[config.mk]
export PLATFORM = sky130hd
export DESIGN_NAME = qbp_ports
export DESIGN_NICKNAME = d
export VERILOG_FILES = /design/src/design/qbp_pkg.sv /design/src/design/qbp_pin_cell.sv /design/src/design/qbp_ports.sv
export VERILOG_INCLUDE_DIRS = /design/src /design/src/design
export SDC_FILE = /design/constraint.sdc
export NUM_CORES = 1
export LEC_CHECK = 0
export BUFFER_PORTS_ARGS = -buffer_cell sky130_fd_sc_hd__clkbuf_2
export CORE_AREA = 2 2 138 140
export CTS_BUF_LIST = sky130_fd_sc_hd__clkbuf_2 sky130_fd_sc_hd__clkbuf_4 sky130_fd_sc_hd__clkbuf_8
export DETAILED_ROUTE_END_ITERATION = 10
export DIE_AREA = 0 0 140 142
export GPL_TIMING_DRIVEN = 1
export HOLD_SLACK_MARGIN = 0.03
export PLACE_DENSITY = 0.65
export RECOVER_POWER = 100
export SLEW_MARGIN = 20
export SYNTH_ARGS = -nofsm -noshare
export SYNTH_HDL_FRONTEND = slang
export SYNTH_SLANG_ARGS = --single-unit
export TNS_END_PERCENT = 5
[constraint.sdc]
create_clock -name i_clk -period 2.45 [get_ports i_clk]
set_clock_uncertainty 0.05 [all_clocks]
set_input_delay 0.245 -clock i_clk [delete_from_list [all_inputs] [get_ports i_clk]]
set_output_delay 0.245 -clock i_clk [all_outputs]
set_load 0.01 [all_outputs]
[src/design/qbp_map.svh]
// Function
// - After reset every upper-address port pin is high, held only by the weak pullup.
// - After reset every alternate-function port pin is latched to one and held by the weak pullup.
// - A pin in the weak-pullup high state acts as an input that any outside driver may override.
// - Writing zero to a pin turns on the strong pulldown until a one is written or reset occurs.
// - Writing one to a pin that was zero gives a brief strong pull-high, then the weak pullup.
// - The upper-address port can carry the high byte of the external address bus.
// - Alternate bits 0 and 1 are serial 0 receive and transmit, bits 2 and 3 external interrupts.
// - Alternate bits 4 and 5 are the external count inputs of timer 0 and timer 1.
// - Alternate bit 6 is the external data write strobe and bit 7 the read strobe.
// - The active-low external-access input selects external program fetch when low.
// - One machine cycle takes four input clocks.
// - Timers advance once per twelve clocks by default, or once per four clocks when selected.
`ifndef QBP_MAP_SVH
`define QBP_MAP_SVH
`define QBP_PORT_RESET    8'hff
`define QBP_MC_CLOCKS     4'h4
`define QBP_TMR_SLOW      4'hc
`define QBP_KICK_CLOCKS   2'h2
`define QBP_BIT_RXD       0
`define QBP_BIT_TXD       1
`define QBP_BIT_IRQ0      2
`define QBP_BIT_IRQ1      3
`define QBP_BIT_TCNT0     4
`define QBP_BIT_TCNT1     5
`define QBP_BIT_WR        6
`define QBP_BIT_RD        7
`endif

[src/design/qbp_pkg.sv]
package qbp_pkg;
    // Pin drive state of one quasi-bidirectional cell
    typedef enum logic [1:0] {
        QBP_WEAK_HIGH = 2'b00,
        QBP_KICK_HIGH = 2'b01,
        QBP_PULL_LOW  = 2'b11
    } qbp_drive_type;
endpackage : qbp_pkg

[src/design/qbp_pin_cell.sv]
`timescale 1ns/1ps
`default_nettype none
`include "qbp_map.svh"
module qbp_pin_cell
    import qbp_pkg::*;
(
    // Clock and reset
    input  wire logic i_clk,
    input  wire logic i_rst_b,
    // Wanted level and pad level
    input  wire logic i_level,
    input  wire logic i_pad,
    // Pad drive
    output logic      o_strong_low,
    output logic      o_strong_high,
    output logic      o_weak_high,
    output logic      o_sample
);
    qbp_drive_type state_reg;
    qbp_drive_type state_next;
    logic [1:0]    kick_reg;
    logic [1:0]    kick_next;
    logic [2:0]    sync_reg;
    logic          sample_reg;

    // Drive state: zero pulls hard low, a rising level kicks high briefly
    always_comb begin
        state_next = state_reg;
        kick_next  = kick_reg;
        case (state_reg)
            QBP_WEAK_HIGH: begin
                if (!i_level) state_next = QBP_PULL_LOW;
            end
            QBP_PULL_LOW: begin
                if (i_level) begin
                    state_next = QBP_KICK_HIGH;
                    kick_next  = `QBP_KICK_CLOCKS;
                end
            end
            QBP_KICK_HIGH: begin
                if (!i_level) state_next = QBP_PULL_LOW;
                else if (kick_reg <= 2'h1) state_next = QBP_WEAK_HIGH;
                kick_next = kick_reg - 2'h1;
            end
            default: state_next = QBP_WEAK_HIGH;
        endcase
    end

    always_ff @(posedge i_clk or negedge i_rst_b) begin
        if (!i_rst_b) begin
            state_reg <= QBP_WEAK_HIGH;
            kick_reg  <= 2'h0;
        end else begin
            state_reg <= state_next;
            kick_reg  <= kick_next;
        end
    end

    // Three-stage sampler; a change counts once the last two agree
    always_ff @(posedge i_clk or negedge i_rst_b) begin
        if (!i_rst_b) begin
            sync_reg   <= 3'h7;
            sample_reg <= 1'b1;
        end else begin
            sync_reg <= {sync_reg[1:0], i_pad};
            if (sync_reg[2] == sync_reg[1]) sample_reg <= sync_reg[2];
        end
    end

    assign o_strong_low  = (state_reg == QBP_PULL_LOW);
    assign o_strong_high = (state_reg == QBP_KICK_HIGH);
    assign o_weak_high   = (state_reg != QBP_PULL_LOW); // Weak pullup is the input state
    assign o_sample      = sample_reg;
endmodule : qbp_pin_cell
`default_nettype wire

[src/design/qbp_ports.sv]
`timescale 1ns/1ps
`default_nettype none
`include "qbp_map.svh"
module qbp_ports
    import qbp_pkg::*;
(
    // Clock and reset
    input  wire logic       i_clk,
    input  wire logic       i_rst_b,
    // Core-side port latch writes
    input  wire logic       i_p2_we,
    input  wire logic [7:0] i_p2_wdata,
    input  wire logic       i_p3_we,
    input  wire logic [7:0] i_p3_wdata,
    // External bus use of the upper-address port
    input  wire logic       i_ext_bus_active,
    input  wire logic [7:0] i_upper_address_byte,
    // Alternate outputs, each active while its enable is set
    input  wire logic       i_serial0_transmit_out,
    input  wire logic       i_serial0_tx_en,
    input  wire logic       i_xdata_wr_n,
    input  wire logic       i_xdata_rd_n,
    input  wire logic       i_xdata_strobe_en,
    // Timer speed select, one bit per timer
    input  wire logic [1:0] i_timer_fast,
    // Strap and pads
    input  wire logic       i_external_access_n,
    input  wire logic [7:0] i_p2_pad,
    input  wire logic [7:0] i_p3_pad,
    // Pad drive
    output logic [7:0]      o_p2_strong_low,
    output logic [7:0]      o_p2_strong_high,
    output logic [7:0]      o_p2_weak_high,
    output logic [7:0]      o_p3_strong_low,
    output logic [7:0]      o_p3_strong_high,
    output logic [7:0]      o_p3_weak_high,
    // Core-side read data and timing
    output logic [7:0]      o_p2_rdata,
    output logic [7:0]      o_p3_rdata,
    output logic [7:0]      o_p3_latch,
    output logic            o_serial0_receive_in,
    output logic            o_ext_irq_zero_in,
    output logic            o_ext_irq_one_in,
    output logic            o_timer_zero_count_in,
    output logic            o_timer_one_count_in,
    output logic            o_fetch_external,
    output logic            o_machine_cycle,
    output logic [1:0]      o_timer_tick
);
    logic [7:0] p2_latch_reg;
    logic [7:0] p3_latch_reg;
    logic [7:0] p2_level;
    logic [7:0] p3_level;
    logic [7:0] p2_sample;
    logic [7:0] p3_sample;
    logic [7:0] p2_sl, p2_sh, p2_wh, p3_sl, p3_sh, p3_wh;
    logic [3:0] mc_cnt_reg;
    logic [3:0] slow_cnt_reg;
    logic [2:0] ea_sync_reg;
    logic       ea_reg;
    logic       ea_seen_reg;
    logic [2:0] ea_fill_reg;
    logic       ea_take;
    wire  [1:0] tick_sel;
    wire        mc_wrap   = (mc_cnt_reg == `QBP_MC_CLOCKS - 4'h1);
    wire        slow_wrap = (slow_cnt_reg == `QBP_TMR_SLOW - 4'h1);

    // Port latches; both reset to all ones
    always_ff @(posedge i_clk or negedge i_rst_b) begin
        if (!i_rst_b) begin
            p2_latch_reg <= `QBP_PORT_RESET;
            p3_latch_reg <= `QBP_PORT_RESET;
        end else begin
            if (i_p2_we) p2_latch_reg <= i_p2_wdata;
            if (i_p3_we) p3_latch_reg <= i_p3_wdata;
        end
    end

    // Address byte overrides the latch while the bus runs
    assign p2_level = i_ext_bus_active ? i_upper_address_byte : p2_latch_reg;

    // Alternate outputs AND with the latch; software keeps the latch at one to use them
    always_comb begin
        p3_level = p3_latch_reg;
        if (i_serial0_tx_en) begin
            p3_level[`QBP_BIT_TXD] = p3_latch_reg[`QBP_BIT_TXD] & i_serial0_transmit_out;
        end
        if (i_xdata_strobe_en) begin
            p3_level[`QBP_BIT_WR] = p3_latch_reg[`QBP_BIT_WR] & i_xdata_wr_n;
            p3_level[`QBP_BIT_RD] = p3_latch_reg[`QBP_BIT_RD] & i_xdata_rd_n;
        end
    end

    // One cell per pin of each port
    genvar g;
    generate
        for (g = 0; g < 8; g = g + 1) begin : g_pin
            qbp_pin_cell u_p2 (
                .i_clk         (i_clk),
                .i_rst_b       (i_rst_b),
                .i_level       (p2_level[g]),
                .i_pad         (i_p2_pad[g]),
                .o_strong_low  (p2_sl[g]),
                .o_strong_high (p2_sh[g]),
                .o_weak_high   (p2_wh[g]),
                .o_sample      (p2_sample[g])
            );
            qbp_pin_cell u_p3 (
                .i_clk         (i_clk),
                .i_rst_b       (i_rst_b),
                .i_level       (p3_level[g]),
                .i_pad         (i_p3_pad[g]),
                .o_strong_low  (p3_sl[g]),
                .o_strong_high (p3_sh[g]),
                .o_weak_high   (p3_wh[g]),
                .o_sample      (p3_sample[g])
            );
        end
    endgenerate

    // Machine-cycle and timer prescalers
    always_ff @(posedge i_clk or negedge i_rst_b) begin
        if (!i_rst_b) begin
            mc_cnt_reg   <= 4'h0;
            slow_cnt_reg <= 4'h0;
        end else begin
            mc_cnt_reg   <= mc_wrap ? 4'h0 : mc_cnt_reg + 4'h1;
            slow_cnt_reg <= slow_wrap ? 4'h0 : slow_cnt_reg + 4'h1;
        end
    end

    // The sampler's reset value is no pin level, so wait until all three stages hold samples
    assign ea_take = ea_fill_reg[2] && !ea_seen_reg && (ea_sync_reg[2] == ea_sync_reg[1]);

    // Strap sampled after reset release through three flops, then held
    always_ff @(posedge i_clk or negedge i_rst_b) begin
        if (!i_rst_b) begin
            ea_sync_reg <= 3'h7;
            ea_fill_reg <= 3'h0;
            ea_reg      <= 1'b1;
            ea_seen_reg <= 1'b0;
        end else begin
            ea_sync_reg <= {ea_sync_reg[1:0], i_external_access_n};
            ea_fill_reg <= {ea_fill_reg[1:0], 1'b1};
            if (ea_take) begin
                ea_reg      <= ea_sync_reg[2];
                ea_seen_reg <= 1'b1;
            end
        end
    end

    // Per-timer rate select; software may mix a fast and a slow timer
    generate
        for (g = 0; g < 2; g = g + 1) begin : g_tick
            assign tick_sel[g] = i_timer_fast[g] ? mc_wrap : slow_wrap;
        end
    endgenerate

    // Pad drive, one cycle behind the cell state
    always_ff @(posedge i_clk or negedge i_rst_b) begin
        if (!i_rst_b) begin
            o_p2_strong_low  <= 8'h00;
            o_p2_strong_high <= 8'h00;
            o_p2_weak_high   <= 8'hff;
            o_p3_strong_low  <= 8'h00;
            o_p3_strong_high <= 8'h00;
            o_p3_weak_high   <= 8'hff;
        end else begin
            o_p2_strong_low  <= p2_sl;
            o_p2_strong_high <= p2_sh;
            o_p2_weak_high   <= p2_wh;
            o_p3_strong_low  <= p3_sl;
            o_p3_strong_high <= p3_sh;
            o_p3_weak_high   <= p3_wh;
        end
    end

    // Read data follows the pins, not the latches
    always_ff @(posedge i_clk or negedge i_rst_b) begin
        if (!i_rst_b) begin
            o_p2_rdata <= 8'hff;
            o_p3_rdata <= 8'hff;
            o_p3_latch <= 8'hff;
        end else begin
            o_p2_rdata <= p2_sample;
            o_p3_rdata <= p3_sample;
            o_p3_latch <= p3_latch_reg;
        end
    end

    // Alternate inputs share the filtered samples, so they lag the pins like a port read
    always_ff @(posedge i_clk or negedge i_rst_b) begin
        if (!i_rst_b) begin
            o_serial0_receive_in  <= 1'b1;
            o_ext_irq_zero_in     <= 1'b1;
            o_ext_irq_one_in      <= 1'b1;
            o_timer_zero_count_in <= 1'b1;
            o_timer_one_count_in  <= 1'b1;
        end else begin
            o_serial0_receive_in  <= p3_sample[`QBP_BIT_RXD];
            o_ext_irq_zero_in     <= p3_sample[`QBP_BIT_IRQ0];
            o_ext_irq_one_in      <= p3_sample[`QBP_BIT_IRQ1];
            o_timer_zero_count_in <= p3_sample[`QBP_BIT_TCNT0];
            o_timer_one_count_in  <= p3_sample[`QBP_BIT_TCNT1];
        end
    end

    // Timing strobes and the held strap
    always_ff @(posedge i_clk or negedge i_rst_b) begin
        if (!i_rst_b) begin
            o_fetch_external <= 1'b0;
            o_machine_cycle  <= 1'b0;
            o_timer_tick     <= 2'h0;
        end else begin
            o_fetch_external <= ea_seen_reg & ~ea_reg;
            o_machine_cycle  <= mc_wrap;
            o_timer_tick     <= tick_sel;
        end
    end
endmodule : qbp_ports
`default_nettype wire

==> impl_metrics.ini <==
[floorplan]
die-width_um = 140
die_area_um2 = 19880
core.rowCount = 50
core_area_um2 = 18460
initial_utilization_pct = 44.24
die-height_um = 142
io_pins = 134

[yosys]
synth_area_per_cell_um2 = 14.66
syn_inst = 557
synth.area.top_cells = sky130_fd_sc_hd__dfstp_2 (40%), sky130_fd_sc_hd__dfrtp_1 (34%), sky130_fd_sc_hd__inv_1 (3.7%)
post_synth_instance_area_um2 = 8165
synthTopCellsByCount = sky130_fd_sc_hd__dfstp_2 (124), sky130_fd_sc_hd__dfrtp_1 (112), sky130_fd_sc_hd__inv_1 (81)
synth.distinct_cells = 41
synth.largest_area_cell = sky130_fd_sc_hd__dfstp_2
synth_largest_type_area_fraction_pct = 39.90
synthMostInstantiatedCell = sky130_fd_sc_hd__dfstp_2
synth_fp_nets = 627
yosys_warnings = 0
synth_enable_flop_cells = 0
ys_async_sr_fraction_pct = 100.0
synth_seq_cells = 236
synth-seq-area-share_pct = 74.23
ys.flop_type = sky130_fd_sc_hd__dfstp_2

[timing]
max_slew_headroom_pct = 52.64
setup_violations = 0
setup_repair_after_global_routing_missed_its_margin = false
slew_viol_final = 0
hold_ws_ns = 0.1057
transition_time_of_the_tightest_slew_check_pin_ns = 0.7104
post-route-period-util_pct = 62.13
finalHoldViolCount = 0
layout_setup_ws_ns = 0.9278
finalWorstPathRequiredPeriod_ns = 1.522
fin_setup_tns_ns = 0
achievable-frequency_mhz = 656.9

[detailed_routing]
detail_route.iter0.violations = 124
drc = 14
post_drt_via_cell_ratio = 4.651
detail_route.first_pass.iterations = 9
detailroute.via_count = 4823
antenna_violating_nets_post_route = 0
totalWireLength_mm = 14.31
avgRoutedWirePerCell_um = 13.80

[placement]
dpl_worst_slack_ns = 1.104
dp_cells = 920
gpl.final_weighted_congestion = 0.7826
dp_hpwl_mm = 9.437
port_buffers = 133

[finish]
layout_cells_sized_above_1_pct = 29.39
final_net_count = 844
post_layout_nonfiller_instances = 1037
areaGrowthSynthToFinish_pct = 26.23
antennaDiodeCount = 0

[power]
power_per_cell_area_nw_per_um2 = 1096
power.static_leakage_nw = 4.710
vdd_drop_max_mv = 0.6295

[run_status]
status = finished, violations left
failed_checks = design-rule violations

[global_route]
grt_first_pass_wirelength_mm = 24.15
grt_max_degree = 75
first_global_vias = 5272
antenna_violations_before_repair = 0
grt_usage_pct = 14.90
globalRouteOverflowTotal = 0

[setup_path]
worstPathMaxFanout = 1
worst_path_largest_cell_delay_ns = 0.53
critical-path-top-delay-family = flip-flops
worstReg2RegEnd = g_pin[1].u_p3.kick_reg[1]
worst-path-buf-inv = 1
cp_slowest_cell = sky130_fd_sc_hd__dfstp_2
critical_path.cell_chain = clkbuf_1
crit_arrival_ns = 1.23
reg2reg_from = p3_latch_reg[1]
startpoint_type = register
worst-endpoint-required_ns = 2.15
reg2reg_slack_ns = 1.11
end_kind = output port
critical_path.startpoint = o_p3_latch[1]
ff2ff_path_depth = 2
critical_path_class = register to output port

[flow_run]
cap_viol_max_count = 0

[clocking]
insertion_delay_ns = 0.50
cts_tree = done
ctsLongestPathBuffers = 3
cts_sinks = 236
post-cts-setup-buffers = 0
cts.clk_slew.worst_paths_ns = 0.06
root_buffer = sky130_fd_sc_hd__clkbuf_8
cts_max_level = 2
tritoncts.num_buffers = 40

[worst_hold_path]
worstHoldEndpoint = p3_latch_reg[0]
number_of_stages_on_the_worst_hold_path = 3
hold_path.startpoint = i_p3_we
class_of_the_worst_hold_path = input port to register
[tightest hold or removal path, stage by stage]
cell                       delay [ns]
sky130_fd_sc_hd__clkbuf_2        0.22
sky130_fd_sc_hd__nand2_1         0.10
sky130_fd_sc_hd__o21ai_0         0.08
[per-layer routing]
metal / track usage, % / routed length, um / vias to the layer above
li1: - / - / 2277
met1: 18.16 / 5942 / 2380
met2: 25.15 / 7110 / 135
met3: 4.812 / 972 / 31
met4: 5.316 / 284 / 0
met5: 0 / 0 / -
[final cells by class]
class                      instances  area (um2)
fill                            1557        8148
sequential                       236        6061
multi-input combinational        232        1719
timing repair buffer             183        1082
clock buffer                      67       828.3
inverter                          81       304.0
tap                              234       292.8
clock inverter                     4       20.02
[repair_timing]
| action | in CTS | in global routing |
|---|---|---|
| hold buffers | 46 | 0 |
| resized for setup | 0 | 0 |
| endpoints found under the hold margin | 124 | 0 |
[cells by family after synthesis]
group | count (synthesis) | share of synthesized area (%)
XOR/XNOR | 11 | 1.180
buffers and inverters | 89 | 4.444
other | 1 | 0.04593
multiplexers | 31 | 4.444
adder cells (fa/ha/maj) | 33 | 4.566
AND/OR/NAND/NOR | 56 | 3.402
flip-flops | 236 | 74.23
AO/OA/AOI/OAI | 100 | 7.692
[how the worst max path moves through the flow]
stage | to | slack [ns] | cells past startpoint
global route | o_p3_strong_high[2] | 0.79 | 3
floorplan | g_pin[1].u_p3.kick_reg[1] | 1.27 | 2
detailed placement | g_pin[2].u_p2.kick_reg[1] | 1.10 | 4
CTS | o_p3_latch[1] | 0.93 | 1
finish | o_p3_latch[1] | 0.93 | 1
global placement | g_pin[7].u_p2.kick_reg[1] | 1.16 | 4
[where the power goes]
group	switching, mW	leakage [nW]	internal [mW]	total (mW)
clock network	1.45	0.459	2.12	3.57
registers	0.551	2.61	4.95	5.50
logic	1.24	1.64	0.985	2.23
[per-stage QoR]
step / utilization, % / power (mW) / area, um2
2_1_floorplan: - / 6.998 / 8165
3_3_place_gp: 49.47 / 7.687 / 9130
3_5_place_dp: 49.47 / 7.923 / 9130
4_1_cts: 56.56 / 11.65 / 10440
5_1_grt: 55.85 / 12.06 / 10310
6_report: 55.85 / 11.30 / 10310
[cells in the final DEF (no fill, tap or decap), types with 2 or more instances in the layout]
master                          Yosys  layout
sky130_fd_sc_hd__ha_1              17      17
sky130_fd_sc_hd__o22ai_1            9       9
sky130_fd_sc_hd__clkinv_2           0       4
sky130_fd_sc_hd__nor2_1            13      13
sky130_fd_sc_hd__o21a_1             6       6
sky130_fd_sc_hd__nand2_1           21      21
sky130_fd_sc_hd__clkbuf_2           0      51
sky130_fd_sc_hd__dfstp_2          124      88
sky130_fd_sc_hd__a21oi_1           23      23
sky130_fd_sc_hd__clkbuf_1           0      83
sky130_fd_sc_hd__nor3b_1            2       2
sky130_fd_sc_hd__mux2_2            26      20
sky130_fd_sc_hd__clkbuf_4           0      15
sky130_fd_sc_hd__nand2b_1           2       2
sky130_fd_sc_hd__nand3_1            2       2
sky130_fd_sc_hd__buf_12             0       2
sky130_fd_sc_hd__o2bb2ai_1          7       7
sky130_fd_sc_hd__nor2b_1            2       2
sky130_fd_sc_hd__inv_1             81      81
sky130_fd_sc_hd__mux2_1             0      10
sky130_fd_sc_hd__a22oi_1           11      11
sky130_fd_sc_hd__dfrtp_1          112     112
sky130_fd_sc_hd__dlygate4sd3_1      0      46
sky130_fd_sc_hd__clkbuf_8           0      52
sky130_fd_sc_hd__and2b_1            8       8
sky130_fd_sc_hd__a31oi_1           10      10
sky130_fd_sc_hd__and2_0             0       2
sky130_fd_sc_hd__maj3_1            16      16
sky130_fd_sc_hd__xnor2_1           11      11
sky130_fd_sc_hd__dfstp_1            0      36
sky130_fd_sc_hd__o21ai_0           19      27
Note: power is estimated with default switching activity, not from simulation.
